--- config.mk ---
export PLATFORM = sky130hd
export DESIGN_NAME = ssr_top
export DESIGN_NICKNAME = d
export VERILOG_FILES = /design/src/core/ssr_pkg.sv /design/src/core/ssr_top.sv
export SDC_FILE = /design/constraint.sdc
export NUM_CORES = 1
export LEC_CHECK = 0
export CAP_MARGIN = 20
export CORE_ASPECT_RATIO = 2
export CORE_UTILIZATION = 30
export CTS_CLUSTER_DIAMETER = 40
export DETAILED_ROUTE_END_ITERATION = 8
export DONT_BUFFER_PORTS = 1
export GPL_TIMING_DRIVEN = 0
export PLACE_DENSITY = 0.51
export SYNTH_ARGS = -nofsm -noshare
export SYNTH_HDL_FRONTEND = slang
export SYNTH_SLANG_ARGS = --single-unit
--- constraint.sdc ---
create_clock -name mclk -period 4.45 [get_ports mclk]
set_clock_uncertainty 0.15 [all_clocks]
set_input_delay 0.6675 -clock mclk [delete_from_list [all_inputs] [get_ports mclk]]
set_output_delay 0.6675 -clock mclk [all_outputs]
set_load 0.02 [all_outputs]
--- src/core/ssr_pkg.sv ---
// Constants and types for the serial status and interrupt register block.
// Assumes a 32-bit APB slave port with byte addresses in the low bits.
package ssr_pkg;

  // ----------------------------------------
  // Bus geometry
  // ----------------------------------------
  localparam int ADDR_W = 8;
  localparam int DATA_W = 32;
  localparam int SYNC_W = 16;
  localparam int LEN_W = 5;
  localparam int FLAG_N = 12;

  // ----------------------------------------
  // Register byte offsets
  // ----------------------------------------
  localparam logic [7:0] OFF_CTRL = 8'h00;
  localparam logic [7:0] OFF_TX_HOLD = 8'h24;
  localparam logic [7:0] OFF_RX_SYNC = 8'h30;
  localparam logic [7:0] OFF_TX_SYNC = 8'h34;
  localparam logic [7:0] OFF_CMP0 = 8'h38;
  localparam logic [7:0] OFF_CMP1 = 8'h3C;
  localparam logic [7:0] OFF_STATUS = 8'h40;
  localparam logic [7:0] OFF_IRQ_EN = 8'h44;
  localparam logic [7:0] OFF_IRQ_DIS = 8'h48;
  localparam logic [7:0] OFF_IRQ_MASK = 8'h4C;

  // ----------------------------------------
  // Field positions
  // ----------------------------------------
  localparam int CTRL_TX_BIT = 0;
  localparam int CTRL_RX_BIT = 1;
  localparam int SR_TX_ENABLED_BIT_BIT = 16;
  localparam int SR_RX_ENABLED_BIT_BIT = 17;

  // ----------------------------------------
  // Reset values
  // ----------------------------------------
  localparam logic [31:0] RST_WORD = 32'h0000_0000;
  localparam logic [15:0] RST_HALF = 16'h0000;
  localparam logic [11:0] RST_FLAGS = 12'h000;

  // Status flags, MSB first so bit 0 is the ready flag
  typedef struct packed {
    logic rxSyncEvent;
    logic txSyncEvent;
    logic compareOne;
    logic compareZero;
    logic rxDmaFullFlag;
    logic rxDmaDoneFlag;
    logic rxOverrunFlag;
    logic rxReadyFlag;
    logic txDmaIdleFlag;
    logic txDmaDoneFlag;
    logic txDrainedFlag;
    logic txReadyFlag;
  } ssr_flags_s;

endpackage

--- src/core/ssr_top.sv ---
// Status, sync holding, compare and interrupt mask registers of a
// synchronous serial controller, reached over APB.
// Assumes the shifters, DMA counters and event detectors run on mclk.
`timescale 1ns/1ps

// How it works
// - Transmit word masked to configured length
// - Ready flag low while holding word waits
// - Drained flag needs empty holding and shifter
// - DMA done on count zero, write clears
// - Transmit DMA idle when both counts zero
// - Receive ready tracks holding register contents
// - Overrun on reload before read; read clears
// - Receive DMA done on zero, write clears
// - Receive DMA full when both counts zero
// - Compare flags sticky until status read
// - Sync flags sticky until status read
// - Enable states shown at bits 16, 17
// - Enable register sets mask bits only
// - Sync holding registers sixteen bits wide
// - Compare zero value stored, read back
// - Compare one value stored, read back
// - Disable register clears mask bits only
// - Mask register reports enabled sources
module ssr_top (
  input wire logic mclk,
  input wire logic rst,
  // APB slave
  input wire logic psel,
  input wire logic penable,
  input wire logic pwrite,
  input wire logic [ssr_pkg::ADDR_W-1:0] paddr,
  input wire logic [ssr_pkg::DATA_W-1:0] pwdata,
  output logic [ssr_pkg::DATA_W-1:0] prdata,
  output logic pready,
  output logic pslverr,
  // Transmit path
  input wire logic [ssr_pkg::LEN_W-1:0] wordLength,
  input wire logic shiftLoad,
  input wire logic shiftBusy,
  output logic [ssr_pkg::DATA_W-1:0] txWord,
  output logic txWordValid,
  output logic [ssr_pkg::SYNC_W-1:0] txSyncWord,
  output logic txEnable,
  output logic rxEnable,
  // Receive path
  input wire logic rxLoad,
  input wire logic rxRead,
  input wire logic rxSyncLoad,
  input wire logic [ssr_pkg::SYNC_W-1:0] rxSyncWord,
  // DMA counter state
  input wire logic txCntZero,
  input wire logic txNextZero,
  input wire logic txCntWrite,
  input wire logic rxCntZero,
  input wire logic rxNextZero,
  input wire logic rxCntWrite,
  // Events
  input wire logic cmp0Event,
  input wire logic cmp1Event,
  input wire logic txSyncEvent,
  input wire logic rxSyncEvent,
  output logic irq
);

  // ----------------------------------------
  // Bus decode
  // ----------------------------------------
  logic pready_reg;
  logic pslverr_reg;
  logic [31:0] prdata_reg;
  logic capture;   // Read data latched here
  logic apbDone;   // Writes take effect here
  logic mapped;
  logic wrDone;
  logic srRead;

  // One wait state: pready rises in the second access cycle
  assign capture = psel & penable & ~pready_reg;
  assign apbDone = psel & penable & pready_reg;
  assign wrDone = apbDone & pwrite;
  // Clear at capture so nothing lands between sample and clear
  assign srRead = capture & ~pwrite & (paddr == ssr_pkg::OFF_STATUS);

  always_comb begin
    unique case (paddr)
      ssr_pkg::OFF_CTRL, ssr_pkg::OFF_TX_HOLD,
      ssr_pkg::OFF_RX_SYNC, ssr_pkg::OFF_TX_SYNC,
      ssr_pkg::OFF_CMP0, ssr_pkg::OFF_CMP1,
      ssr_pkg::OFF_STATUS, ssr_pkg::OFF_IRQ_EN,
      ssr_pkg::OFF_IRQ_DIS, ssr_pkg::OFF_IRQ_MASK: begin
        mapped = 1'b1;
      end
      default: begin
        mapped = 1'b0;
      end
    endcase
  end

  // Write strobes per register
  logic wrCtrl;
  logic wrHold;
  logic wrTxSync;
  logic wrCmp0;
  logic wrCmp1;
  logic wrIrqEn;
  logic wrIrqDis;
  assign wrCtrl = wrDone & (paddr == ssr_pkg::OFF_CTRL);
  assign wrHold = wrDone & (paddr == ssr_pkg::OFF_TX_HOLD);
  assign wrTxSync = wrDone & (paddr == ssr_pkg::OFF_TX_SYNC);
  assign wrCmp0 = wrDone & (paddr == ssr_pkg::OFF_CMP0);
  assign wrCmp1 = wrDone & (paddr == ssr_pkg::OFF_CMP1);
  assign wrIrqEn = wrDone & (paddr == ssr_pkg::OFF_IRQ_EN);
  assign wrIrqDis = wrDone & (paddr == ssr_pkg::OFF_IRQ_DIS);

  // Ready and error handshake
  always_ff @(posedge mclk or posedge rst) begin
    if (rst) begin
      pready_reg <= 1'b0;
      pslverr_reg <= 1'b0;
    end else begin
      pready_reg <= capture;
      // Unmapped addresses answer with an error
      pslverr_reg <= capture & ~mapped;
    end
  end

  // ----------------------------------------
  // Control and data registers
  // ----------------------------------------
  logic tx_enabled_bit_reg;
  logic rx_enabled_bit_reg;
  logic [31:0] txWord_reg;
  logic [15:0] txSync_reg;
  logic [15:0] rxSync_reg;
  logic [15:0] cmp0_reg;
  logic [15:0] cmp1_reg;
  logic [31:0] lenMask;

  // Low bits up to the configured length survive
  genvar gi;
  generate
    for (gi = 0; gi < 32; gi++) begin : g_mask
      assign lenMask[gi] = (gi <= int'(wordLength));
    end
  endgenerate

  // Enable bits steer the shifters outside
  always_ff @(posedge mclk or posedge rst) begin
    if (rst) begin
      tx_enabled_bit_reg <= 1'b0;
      rx_enabled_bit_reg <= 1'b0;
    end else if (wrCtrl) begin
      tx_enabled_bit_reg <= pwdata[ssr_pkg::CTRL_TX_BIT];
      rx_enabled_bit_reg <= pwdata[ssr_pkg::CTRL_RX_BIT];
    end
  end

  // Holding word stored right-justified, masked at write time
  always_ff @(posedge mclk or posedge rst) begin
    if (rst) begin
      txWord_reg <= ssr_pkg::RST_WORD;
    end else if (wrHold) begin
      txWord_reg <= pwdata & lenMask;
    end
  end

  // Sync words: transmit side written by software
  always_ff @(posedge mclk or posedge rst) begin
    if (rst) begin
      txSync_reg <= ssr_pkg::RST_HALF;
    end else if (wrTxSync) begin
      txSync_reg <= pwdata[15:0];
    end
  end

  // Receive sync word loaded by the receiver only
  always_ff @(posedge mclk or posedge rst) begin
    if (rst) begin
      rxSync_reg <= ssr_pkg::RST_HALF;
    end else if (rxSyncLoad) begin
      rxSync_reg <= rxSyncWord;
    end
  end

  // Compare values, upper half reserved
  always_ff @(posedge mclk or posedge rst) begin
    if (rst) begin
      cmp0_reg <= ssr_pkg::RST_HALF;
      cmp1_reg <= ssr_pkg::RST_HALF;
    end else begin
      if (wrCmp0) begin
        cmp0_reg <= pwdata[15:0];
      end
      if (wrCmp1) begin
        cmp1_reg <= pwdata[15:0];
      end
    end
  end

  // ----------------------------------------
  // Transmit flags
  // ----------------------------------------
  logic holdFull_reg;
  logic holdFull_next;
  logic drained_reg;
  logic txDone_reg;
  logic txIdle_reg;
  logic txZeroPrev_reg;

  // A new write beats a same-cycle load: the new word waits
  assign holdFull_next = wrHold | (holdFull_reg & ~shiftLoad);

  always_ff @(posedge mclk or posedge rst) begin
    if (rst) begin
      holdFull_reg <= 1'b0;
    end else begin
      holdFull_reg <= holdFull_next;
    end
  end

  // Drained once holding is empty and shifter idle
  always_ff @(posedge mclk or posedge rst) begin
    if (rst) begin
      drained_reg <= 1'b1;
    end else begin
      drained_reg <= ~holdFull_next & ~shiftBusy & ~shiftLoad;
    end
  end

  // DMA done on the count reaching zero; set wins over write
  always_ff @(posedge mclk or posedge rst) begin
    if (rst) begin
      txZeroPrev_reg <= 1'b0;
      txDone_reg <= 1'b0;
    end else begin
      txZeroPrev_reg <= txCntZero;
      if (txCntZero & ~txZeroPrev_reg) begin
        txDone_reg <= 1'b1;
      end else if (txCntWrite) begin
        txDone_reg <= 1'b0;
      end
    end
  end

  // Idle while both counters hold zero
  always_ff @(posedge mclk or posedge rst) begin
    if (rst) begin
      txIdle_reg <= 1'b0;
    end else begin
      txIdle_reg <= txCntZero & txNextZero;
    end
  end

  // ----------------------------------------
  // Receive flags
  // ----------------------------------------
  logic rx_ready_flag_reg;
  logic ovr_reg;
  logic rxDone_reg;
  logic rxFull_reg;
  logic rxZeroPrev_reg;

  // Ready while a word sits unread; a load beats a read
  always_ff @(posedge mclk or posedge rst) begin
    if (rst) begin
      rx_ready_flag_reg <= 1'b0;
    end else if (rxLoad) begin
      rx_ready_flag_reg <= 1'b1;
    end else if (rxRead) begin
      rx_ready_flag_reg <= 1'b0;
    end
  end

  // Overrun: reload of an unread word, cleared by status read
  always_ff @(posedge mclk or posedge rst) begin
    if (rst) begin
      ovr_reg <= 1'b0;
    end else if (rxLoad & rx_ready_flag_reg & ~rxRead) begin
      ovr_reg <= 1'b1;
    end else if (srRead) begin
      ovr_reg <= 1'b0;
    end
  end

  // Receive DMA done, cleared by counter write
  always_ff @(posedge mclk or posedge rst) begin
    if (rst) begin
      rxZeroPrev_reg <= 1'b0;
      rxDone_reg <= 1'b0;
    end else begin
      rxZeroPrev_reg <= rxCntZero;
      if (rxCntZero & ~rxZeroPrev_reg) begin
        rxDone_reg <= 1'b1;
      end else if (rxCntWrite) begin
        rxDone_reg <= 1'b0;
      end
    end
  end

  // Buffer full while both counters hold zero
  always_ff @(posedge mclk or posedge rst) begin
    if (rst) begin
      rxFull_reg <= 1'b0;
    end else begin
      rxFull_reg <= rxCntZero & rxNextZero;
    end
  end

  // ----------------------------------------
  // Sticky event flags
  // ----------------------------------------
  logic [3:0] evt_reg;
  logic [3:0] evtIn;
  assign evtIn = {rxSyncEvent, txSyncEvent, cmp1Event, cmp0Event};

  // Event wins over a same-cycle status read
  generate
    for (gi = 0; gi < 4; gi++) begin : g_evt
      always_ff @(posedge mclk or posedge rst) begin
        if (rst) begin
          evt_reg[gi] <= 1'b0;
        end else if (evtIn[gi]) begin
          evt_reg[gi] <= 1'b1;
        end else if (srRead) begin
          evt_reg[gi] <= 1'b0;
        end
      end
    end
  endgenerate

  // Gather flags in status order
  ssr_pkg::ssr_flags_s flags;
  always_comb begin
    flags.rxSyncEvent = evt_reg[3];
    flags.txSyncEvent = evt_reg[2];
    flags.compareOne = evt_reg[1];
    flags.compareZero = evt_reg[0];
    flags.rxDmaFullFlag = rxFull_reg;
    flags.rxDmaDoneFlag = rxDone_reg;
    flags.rxOverrunFlag = ovr_reg;
    flags.rxReadyFlag = rx_ready_flag_reg;
    flags.txDmaIdleFlag = txIdle_reg;
    flags.txDmaDoneFlag = txDone_reg;
    flags.txDrainedFlag = drained_reg;
    flags.txReadyFlag = ~holdFull_reg;
  end

  // ----------------------------------------
  // Interrupt mask and output
  // ----------------------------------------
  logic [11:0] mask_reg;
  logic irq_reg;

  // Set by enable writes, cleared by disable writes; zeros ignored
  always_ff @(posedge mclk or posedge rst) begin
    if (rst) begin
      mask_reg <= ssr_pkg::RST_FLAGS;
    end else if (wrIrqEn) begin
      mask_reg <= mask_reg | pwdata[11:0];
    end else if (wrIrqDis) begin
      mask_reg <= mask_reg & ~pwdata[11:0];
    end
  end

  // Registered so the pin never glitches
  always_ff @(posedge mclk or posedge rst) begin
    if (rst) begin
      irq_reg <= 1'b0;
    end else begin
      irq_reg <= |(flags & mask_reg);
    end
  end

  // ----------------------------------------
  // Read mux
  // ----------------------------------------
  logic [31:0] rdMux;
  always_comb begin
    rdMux = ssr_pkg::RST_WORD;
    unique case (paddr)
      ssr_pkg::OFF_CTRL: begin
        rdMux[ssr_pkg::CTRL_TX_BIT] = tx_enabled_bit_reg;
        rdMux[ssr_pkg::CTRL_RX_BIT] = rx_enabled_bit_reg;
      end
      ssr_pkg::OFF_RX_SYNC: rdMux[15:0] = rxSync_reg;
      ssr_pkg::OFF_TX_SYNC: rdMux[15:0] = txSync_reg;
      ssr_pkg::OFF_CMP0: rdMux[15:0] = cmp0_reg;
      ssr_pkg::OFF_CMP1: rdMux[15:0] = cmp1_reg;
      ssr_pkg::OFF_STATUS: begin
        rdMux[11:0] = flags;
        rdMux[ssr_pkg::SR_TX_ENABLED_BIT_BIT] = tx_enabled_bit_reg;
        rdMux[ssr_pkg::SR_RX_ENABLED_BIT_BIT] = rx_enabled_bit_reg;
      end
      ssr_pkg::OFF_IRQ_MASK: rdMux[11:0] = mask_reg;
      // Write-only and unmapped words read zero
      default: rdMux = ssr_pkg::RST_WORD;
    endcase
  end

  always_ff @(posedge mclk or posedge rst) begin
    if (rst) begin
      prdata_reg <= ssr_pkg::RST_WORD;
    end else if (capture & ~pwrite) begin
      prdata_reg <= rdMux;
    end
  end

  // ----------------------------------------
  // Outputs
  // ----------------------------------------
  assign prdata = prdata_reg;
  assign pready = pready_reg;
  assign pslverr = pslverr_reg;
  assign txWord = txWord_reg;
  assign txWordValid = holdFull_reg;
  assign txSyncWord = txSync_reg;
  assign txEnable = tx_enabled_bit_reg;
  assign rxEnable = rx_enabled_bit_reg;
  assign irq = irq_reg;

  // ----------------------------------------
  // Assertions
  // ----------------------------------------
  holdWaits_a: assert property (@(posedge mclk) disable iff (rst)
    wrHold |=> !flags.txReadyFlag)
    else $error("ready flag high after holding write");

  drainCause_a: assert property (@(posedge mclk) disable iff (rst)
    drained_reg |-> $past(!shiftBusy) && !holdFull_reg)
    else $error("drained flag with data pending");

  txDoneSet_a: assert property (@(posedge mclk) disable iff (rst)
    $rose(txCntZero) |=> txDone_reg)
    else $error("transmit dma done not set");

  txIdleTrack_a: assert property (@(posedge mclk) disable iff (rst)
    ##1 txIdle_reg == $past(txCntZero && txNextZero))
    else $error("transmit idle flag wrong");

  overrunSet_a: assert property (@(posedge mclk) disable iff (rst)
    rxLoad && rx_ready_flag_reg && !rxRead |=> ovr_reg ##1 (ovr_reg || $past(srRead)))
    else $error("overrun not held");

  cmpSticky_a: assert property (@(posedge mclk) disable iff (rst)
    cmp0Event ##1 (!srRead && !cmp0Event) |=> flags.compareZero)
    else $error("compare flag lost without read");

  syncClear_a: assert property (@(posedge mclk) disable iff (rst)
    srRead && !txSyncEvent |=> !flags.txSyncEvent)
    else $error("sync flag survived status read");

  maskSet_a: assert property (@(posedge mclk) disable iff (rst)
    wrIrqEn |=> mask_reg == ($past(mask_reg) | $past(pwdata[11:0])))
    else $error("enable write did not set mask");

  maskClr_a: assert property (@(posedge mclk) disable iff (rst)
    wrIrqDis |=> mask_reg == ($past(mask_reg) & ~$past(pwdata[11:0])))
    else $error("disable write did not clear mask");

  irqLevel_a: assert property (@(posedge mclk) disable iff (rst)
    ##1 irq == $past(|(flags & mask_reg)))
    else $error("interrupt output mismatch");

  enBits_a: assert property (@(posedge mclk) disable iff (rst)
    srRead |=> prdata[ssr_pkg::SR_TX_ENABLED_BIT_BIT] == tx_enabled_bit_reg)
    else $error("status enable bit wrong");

endmodule

==> impl_results.md, run 1 <==
* Pre-antenna DRT Iters at 6
* Latest clock arrival within the worst-skew pair at about 0.43 ns
* Hold WC Path Type: in2async
* Share of post-route cells with drive strength above 1 at roughly 27%
* Relative slew slack at between 30% and 40%
* Cell total after placement at around 850
* Crit Reg-Reg Endpoint: txWordValid$_DFF_PP0_
* Most used cell, CP: clkbuf_1
* Hold_buf cts at 0
* Setup Fix Bufs, Post-CTS at 0
* Final min period at 2.723 ns
* DRT antenna net count at 0
* Starting DRT DRC Count at between 200 and 250
* Initial antenna violation count at 2
* FMAX at 367.2 MHz
* Setup_tns at 0 ns
* FF+latch count, synth at approximately 150
* Number of synthesized flops with an enable pin at 0
* CTS Buffer Depth at 2
* Hold Vio Cnt, Final at 0
* Port bufs at 0
* Netlist cell types at slightly below 60
* Num rows at 77
* FF-to-FF setup slack at ~1.7 ns
* Global route overflow at 0
* CP max stage delay at between 0.6 and 0.7 ns
* Asr flop ratio synth at 100.0%
* Die width at 107.7 um
* Clk slew on worst S/H paths at roughly 0.060 ns
* Pleak at approximately 3.5 nW
* Max reg flops at 32
* Sequential area share after synthesis at between 50% and 60%
* Status: finished, violations left
* Die footprint at 22,990 um^2
* Failing checks: DRC
* Final Routed Wirelength at between 20,000 and 25,000 um
* Synth Flop Type: dfrtp_1
* Core Area at between 20,000 and 25,000 um^2
* Slew @ Worst Pin at around 0.9 ns
* Syn Std Cell Area at 6706 um^2
* Wire per inst at roughly 23 um
* Power per cell area at about 390 nW/um^2
* Fillers at between 2,000 and 2,500
* Nets at around 680
* Critical Path RT at about 4.6 ns
* Largest net degree at the start of global routing at 43
* Starting density of the core at between 30% and 40%
* Root Buffer: clkbuf_16
* RSZ-0062 raised after global routing: no
* Pre-CTS setup slack at 1.488 ns
* First-pass GRT wire length at around 31,000 um
* Most common cell after layout, fill and taps aside: dfrtp_1
* CP Cell Sequence: and4_1, clkbuf_1, nand4_1, clkbuf_1, clkbuf_1, o21ai_0
* Crit path capture type: register
* Total track usage at 18.68%
* Maxcap violations at 0
* Placer Congestion at between 0.8 and 0.9
* Area grow syn2layout at 16.36%
* WP data arrival at approximately 2.9 ns
* Io pins at 167
* Via count at around 4,700
* Syn avg cell area at between 10 and 15 um^2
* Sequential cell area at about 3600 um^2
* Slew Viols, Final at 0
* Number of global-route vias before repair at between 5,000 and 6,000
* Vias per cell at 5.294
* Nature of the critical path startpoint: register
* Cell count after synthesis at approximately 560
* H-tree lvl count at 4
* DRC viols at 2
* Total CTS buffers at 17
* Commonest non-fill, non-tap cells in the layout: dfrtp_1, mux2_2, nand2_1
* Reg2reg path depth at 6
* YS warnings at 0
* Period Utilization, post-route at between 60 and 70%
* Reg2reg start: pready$_DFF_PP0_
* Final std cells w/o fill at just under 900
* Multi-input gate area at between 2000 and 3000 um^2
* Worst Setup Path Type: reg2reg
* Die H at between 200 and 250 um
* Final setup margin at 1.727 ns
* CP max stage cell: clkbuf_1
* Number of setup violations in the final report at 0
* CTS tree: yes
* Post-DP HPWL at ~16,000 um
* Clk sinks at 145
* Post_cts resized at 0
* Maximum vdd drop at roughly 0.23 mV
* Crit path max fanout at 10
[report_power, final]
part           switching, mW  total, mW  internal [mW]  leakage, nW
Combinational          0.108      0.180         0.0716         1.25
Sequential            0.0240       1.37           1.34         1.94
Clock                  0.563       1.53          0.970        0.307
[cell families after synthesis]
logic type | Yosys count | share of synthesized area [%]
flip-flops | 145 | 54.12
other | 1 | 0.05592
multiplexers | 95 | 17.57
buffers and inverters | 60 | 4.813
AND/OR/NAND/NOR | 130 | 10.30
AO/OA/AOI/OAI | 131 | 13.13
[how the worst max path moves through the flow]
stage                           startpoint                      to  slack (ns)  cells past startpoint
after floorplan                        rst               async pin        1.81                      1
after global routing      pready$_DFF_PP0_   txWordValid$_DFF_PP0_        1.59                      6
after global placement                 rst  prdata[13]$_DFFE_PP0P_        1.07                      1
after detailed placement            pwrite   txWordValid$_DFF_PP0_        1.49                      6
after CTS                 pready$_DFF_PP0_   txWordValid$_DFF_PP0_        1.68                      6
final                     pready$_DFF_PP0_   txWordValid$_DFF_PP0_        1.73                      6
[routing by layer]
metal  routed length (um)  share of wire (%)  track usage [%]
met2                11670                 57            35.61
met5                   13              0.064                0
met1                 6744                 33            18.06
met4                  703                3.4            8.503
met3                 1272                6.2            5.441
[Yosys cell counts, types with 6 or more instances]
cell type,instances,share of area [%]
a21o_1,10,1.1
a22o_1,11,1.4
a22oi_1,9,1.0
a2bb2oi_1,9,1.2
buf_2,6,0.45
buf_4,17,1.9
clkbuf_1,24,1.3
dfrtp_1,144,54
inv_1,8,0.45
mux2_2,82,14
mux4_2,10,3.4
nand2_1,68,3.8
nand3_1,10,0.75
nor2_1,9,0.50
o211ai_1,8,0.90
o21ai_0,54,4.0
[worst max-delay path, delay by kind of cell (launching register included)]
kind	cells	cell delay [ns]
compound gates	1	0.16
buf+inv	3	1.37
flops	1	0.47
simple gates	2	0.41
[metrics by stage]
| step | cell area [um^2] | hold WS [ns] | util (%) | power (mW) |
|---|---|---|---|---|
| floorplan | 6759 | 0.2594 | - | 1.518 |
| finish | 7804 | 0.01204 | 35.37 | 3.081 |
| detailed placement | 7164 | 0.2799 | 32.47 | 1.575 |
| CTS | 7801 | 0.009981 | 35.36 | 3.119 |
| global route | 7804 | 0.04925 | 35.37 | 3.190 |
| global placement | 7104 | 0.2710 | 32.20 | 1.564 |
[layout make-up]
class,instances,area share (%)
inverters,8,0.4329
diodes,1,0.03207
clock buffers,20,5.852
multi-input cells,370,35.91
flip-flops and latches,145,46.51
plain buffers,52,3.752
clock inverters,12,2.309
well taps,276,4.425
repair buffers,3,0.7696
No activity file was read; power rests on OpenSTA's default activity.
==> run 2: changes to the inputs <==
PLACE_DENSITY = 0.5   (was 0.51)
clock period = 2.75 ns   (was 4.45 ns; I/O delays follow)
==> impl_results.md, run 2 (synthesized netlist as in run 1, its figures left out) <==
* Initial antenna violation count at 0 (-2)
* Final hold slack at 0.01721 ns (+0.005171 ns)
* Commonest non-fill, non-tap cells in the layout: dfrtp_1, mux2_2, nand2_1
* Reg2reg path depth at 5 (-1)
* Power per cell area at 588.4 nW/um^2 (+49%)
* Pre-antenna DRT Iters at 4 (-2)
* Crit path capture type: register
* Total track usage at 19.65% (+0.97 points)
* Critical Path RT at 2.96 ns (-1.62 ns)
* First-pass GRT wire length at 32,300 um (+4.6%)
* CTS Buffer Depth at 2 (unchanged)
* Die width at 107.7 um (unchanged)
* Hold Vio Cnt, Final at 0 (unchanged)
* Hold path endpoint: txWord[23]$_DFFE_PP0P_
* Relative slew slack at 37.26% (-2.5 points)
* Slew @ Worst Pin at 0.9411 ns (+0.03731 ns)
* Io pins at 167 (unchanged)
* Maxcap violations at 0 (unchanged)
* Post-DP HPWL at 16,110 um (-0.47%)
* Placer Congestion at 0.8640 (-2.6%)
* Crit Reg-Reg Endpoint: drained_reg$_DFF_PP1_
* Hold WC Path Type: in2reg
* Worst hold stages at 2
* Vias per cell at 5.200 (-1.8%)
* H-tree lvl count at 4 (unchanged)
* Maximum vdd drop at 0.2908 mV (+24%)
* Global route overflow at 0 (unchanged)
* Root Buffer: clkbuf_16
* Starting density of the core at 30.40% (unchanged)
* Final min period at 2.517 ns (-0.2061 ns)
* RSZ-0062 raised after global routing: no
* Num rows at 77 (unchanged)
* CTS tree: yes
* Crit path max fanout at 10 (unchanged)
* Latest clock arrival within the worst-skew pair at 0.43 ns (about the same)
* Most common cell after layout, fill and taps aside: dfrtp_1
* WP data arrival at 2.73 ns (-0.12 ns)
* FF-to-FF setup slack at 0.23 ns (-1.49 ns)
* Share of post-route cells with drive strength above 1 at 24.74% (-2.3 points)
* Setup Fix Bufs, Post-CTS at 0 (unchanged)
* Clk slew on worst S/H paths at 0.07 ns (about the same)
* Via count at 4,924 (+4.9%)
* Status: completed
* FMAX at 397.3 MHz (+8.2%)
* Area grow syn2layout at 25.07%
* Wire per inst at 22.62 um (-1.6%)
* Fin util at 38.02% (+2.6 points)
* DRC viols at 0 (-2)
* Port bufs at 0 (unchanged)
* N_diodes at 0 (-1)
* Starting DRT DRC Count at 176 (-22%)
* Max reg flops at 32 (unchanged)
* Worst Setup Path Type: reg2reg
* Period Utilization, post-route at 91.53% (+30 points)
* DRT antenna net count at 0 (unchanged)
* Clk sinks at 145 (unchanged)
* Pleak at 3.742 nW (+7.1%)
* Number of setup violations in the final report at 0 (unchanged)
* Slew Viols, Final at 0 (unchanged)
* Die footprint at 22,990 um^2 (unchanged)
* Core Area at 22,060 um^2 (unchanged)
* Total CTS buffers at 17 (unchanged)
* Die H at 213.4 um (unchanged)
* Largest net degree at the start of global routing at 35 (-19%)
* Nets at 739 (+9.0%)
* Final Routed Wirelength at 21,430 um (+5.0%)
* HP Start: pwdata[23]
* Nature of the critical path startpoint: register
* Number of global-route vias before repair at 5,413 (+8.2%)
* Reg2reg start: pready$_DFF_PP0_
## run 2: worst max path at each step
| stage | startpoint | end | slack (ns) | depth (start not counted) |
|---|---|---|---|---|
| after CTS | pready$_DFF_PP0_ | drained_reg$_DFF_PP1_ | 0.13 | 6 |
| after detailed placement | pready$_DFF_PP0_ | txWordValid$_DFF_PP0_ | -0.03 | 6 |
| final | pready$_DFF_PP0_ | drained_reg$_DFF_PP1_ | 0.23 | 5 |
| after global placement | rst | txSyncWord[15]$_DFFE_PP0P_ | -0.36 | 1 |
| after floorplan | rst | async pin | 0.37 | 1 |
| after global routing | pready$_DFF_PP0_ | drained_reg$_DFF_PP1_ | 0.12 | 5 |
## run 2: cell type report
cell class,instances,area (um^2)
repair buffers,65,690.7
flip-flops and latches,145,3630
multi-input cells,370,2803
clock buffers,23,488.0
plain buffers,51,290.3
fillers,2090,13670
clock inverters,9,107.6
well taps,276,345.3
inverters,8,33.78
## run 2: what timing repair did
item                                    in CTS  in global routing
endpoints found under the setup margin       1                  1
hold buffers                                61                  0
gates resized for setup                      1                  0
endpoints found under the hold margin      130                  0
cloned                                       0                  0
## run 2: routing by layer
metal	routed length (um)	part of all wire, %	global-route usage [%]
met5	0	0	0
met4	1282	6.0	13.42
met3	1346	6.3	6.049
met2	11740	55	35.48
met1	7058	33	18.69
## run 2: critical path: stages (launching register included)
cell,delay (ns)
dfrtp_1,0.48
and4_1,0.43
nand4_1,0.25
clkbuf_2,0.34
nor4b_1,0.22
dlygate4sd3_1,0.57
## run 2: through the flow
step | cells | worst slack, ns | setup TNS [ns] | cell area, um^2 | power [mW]
2_1_floorplan | 575 | 0.3693 | 0 | 6759 | 2.456
3_3_place_gp | 851 | -0.3560 | -48.74 | 7104 | 2.532
3_5_place_dp | 855 | -0.02548 | -0.02548 | 7184 | 2.554
4_1_cts | 948 | 0.1293 | 0 | 8392 | 4.988
5_1_grt | 947 | 0.1193 | 0 | 8388 | 5.117
6_report | 947 | 0.2329 | 0 | 8388 | 4.936
## run 2: power breakdown
| part | total, mW | internal (mW) | switching, mW | leakage [nW] |
|---|---|---|---|---|
| clock | 2.34 | 1.43 | 0.908 | 0.289 |
| combinational | 0.383 | 0.176 | 0.207 | 1.51 |
| sequential | 2.22 | 2.17 | 0.0410 | 1.94 |
| total | 4.94 | 3.78 | 1.16 | 3.74 |
==> run 3: changes to the inputs <==
clock period = 2.6 ns   (was 2.75 ns; I/O delays follow)
==> impl_results.md, run 3 (synthesized netlist as in run 1, its figures left out) <==
* CTS tree: yes
* Pleak at 3.762 nW (+0.55%)
* Most used cell, CP: clkbuf_2
* Vias per cell at 5.170 (-0.57%)
* N_diodes at 0 (unchanged)
* Hold Vio Cnt, Final at 0 (unchanged)
* Total track usage at 19.65% (about the same)
* Crit path max fanout at 10 (unchanged)
* Power per cell area at 620.0 nW/um^2 (+5.4%)
* First-pass GRT wire length at 32,320 um (about the same)
* Die H at 213.4 um (unchanged)
* Nets at 744 (+0.68%)
* Relative slew slack at 37.70% (+0.45 points)
* Maxcap violations at 0 (unchanged)
* Number of global-route vias before repair at 5,447 (+0.63%)
* DRC viols at 0 (unchanged)
* Die width at 107.7 um (unchanged)
* Max reg flops at 32 (unchanged)
* Total CTS buffers at 17 (unchanged)
* Period Utilization, post-route at 93.09% (+1.6 points)
* Final Routed Wirelength at 21,380 um (-0.22%)
* Number of setup violations in the final report at 0 (unchanged)
* Most common cell after layout, fill and taps aside: dfrtp_1
* Post-Layout Inst Area at 8434 um^2 (+0.55%)
* CP Cell Sequence: and4_1, clkbuf_1, nand4_1, clkbuf_2, clkbuf_2, nand2_1, o21ai_0
* Slew @ Worst Pin at 0.9344 ns (-0.006679 ns)
* Hold WC Path Type: in2reg
* CTS Buffer Depth at 2 (unchanged)
* Maximum vdd drop at 0.3045 mV (+4.7%)
* Nature of the critical path startpoint: register
* Port bufs at 0 (unchanged)
* Clock power frac at 47.3% (about the same)
* CP max stage delay at 0.48 ns (-0.09 ns)
* Clk sinks at 145 (unchanged)
* Starting density of the core at 30.40% (unchanged)
* Tot Pwr at 5.229 mW (+5.9%)
* Via count at 4,922 (-0.041%)
* CP max stage cell: dfrtp_1
* Pre-antenna DRT Iters at 4 (unchanged)
* Setup_tns at 0 ns (unchanged)
* Area grow syn2layout at 25.76%
* Initial antenna violation count at 0 (unchanged)
* Root Buffer: clkbuf_16
* Largest net degree at the start of global routing at 35 (unchanged)
* Commonest non-fill, non-tap cells in the layout: dfrtp_1, mux2_2, nand2_1
* Post-DP HPWL at 16,110 um (unchanged)
* RSZ-0062 raised after global routing: no
* Core Area at 22,060 um^2 (unchanged)
* Die footprint at 22,990 um^2 (unchanged)
* Cell internal pwr at 4.002 mW (+5.9%)
* Clk slew on worst S/H paths at 0.06 ns (about the same)
* Sw Ratio at 23.46% (+0.046 points)
* Crit path capture type: register
* Io pins at 167 (unchanged)
* Latest clock arrival within the worst-skew pair at 0.43 ns (about the same)
* Num rows at 77 (unchanged)
* Worst Path Buf+Inv at 3 (+1)
* Critical Path RT at 2.74 ns (-0.22 ns)
* CP top delay family: buffers and inverters
* Share of post-route cells with drive strength above 1 at 24.85% (+0.11 points)
* Placer Congestion at 0.8640 (unchanged)
* Starting DRT DRC Count at 154 (-13%)
* Placed instance area at 7184 um^2 (unchanged)
* Comb pwr share at 7.9% (about the same)
* Final min period at 2.420 ns (-0.09675 ns)
* NetSw at 1.227 mW (+6.2%)
* Reg power frac at 44.8% (about the same)
* FMAX at 413.2 MHz (+4.0%)
* DRT antenna net count at 0 (unchanged)
* Global route overflow at 0 (unchanged)
* H-tree lvl count at 4 (unchanged)
* Wire per inst at 22.45 um (-0.75%)
* Slew Viols, Final at 0 (unchanged)
* Status: completed
* WP data arrival at 2.56 ns (-0.17 ns)
* Fillers at 2,091 (+0.048%)
* Worst Setup Path Type: reg2reg
[run 3: through the flow]
stage          util (%)  worst slack [ns]  cells  hold WS (ns)
3_3_place_gp      32.20           -0.4835    851        0.2715
2_1_floorplan         -            0.2418    575        0.2594
4_1_cts           38.22           0.05400    952      0.001057
5_1_grt           38.23          0.004734    952       0.01176
3_5_place_dp      32.56           -0.1755    855        0.1904
6_report          38.23            0.1797    952       0.01713
[run 3: power groups by stage]
stage	registers [mW]	clock network [mW]	logic, mW
finish	2.34	2.47	0.412
global route	2.35	2.62	0.451
CTS	2.34	2.52	0.418
detailed placement	2.38	0	0.316
global placement	2.38	0	0.293
floorplan	2.37	0	0.230
[run 3: worst reg2reg max path: stages (launching register included)]
cell and delay (ns):
dfrtp_1 0.48, and4_1 0.22, clkbuf_1 0.30, nand4_1 0.26
clkbuf_2 0.34, clkbuf_2 0.32, nand2_1 0.12, o21ai_0 0.09
[run 3: cell type report]
class | instances | area (um^2) | area share (%)
Buffer | 52 | 296.5 | 3.516
Clock buffer | 23 | 488.0 | 5.785
Clock inverter | 9 | 107.6 | 1.276
Inverter | 8 | 33.78 | 0.4005
Multi-Input combinational cell | 370 | 2803 | 33.23
Sequential cell | 145 | 3630 | 43.04
Tap cell | 276 | 345.3 | 4.094
Timing Repair Buffer | 69 | 730.7 | 8.663
[run 3: layer usage]
| layer | vias up | GRT usage [%] | wire length, um |
|---|---|---|---|
| li1 | 2220 | - | - |
| met1 | 2469 | 18.71 | 7073 |
| met2 | 184 | 35.94 | 11880 |
| met3 | 49 | 6.049 | 1323 |
| met4 | 0 | 12.42 | 1105 |
| met5 | - | 0 | 0 |
[run 3: timing repair]
item	4_1_cts	5_1_grt
endpoints found under the hold margin	136	0
hold buffers	65	0
resized for setup	1	4
setup endpoints to repair	11	17
buffers inserted	0	0
pin swaps	0	0
[run 3: worst paths after layout]
kind                                               start                   endpoint  slack (ns)  cells past startpoint
worst max-delay path                    pready$_DFF_PP0_      txWord[5]$_DFFE_PP0P_        0.18                      7
worst min-delay path                          pwdata[11]                   register        0.02                      2
worst max register to register          pready$_DFF_PP0_      txWord[5]$_DFFE_PP0P_        0.18                      7
worst min register to register  rxZeroPrev_reg$_DFF_PP0_     rxDone_reg$_DFFE_PP0P_        0.30                      1
max in group asynchronous                            rst   cmp1_reg[15]$_DFFE_PP0P_        0.95                      5
min in group asynchronous                            rst  rxSync_reg[6]$_DFFE_PP0P_        0.35                      2
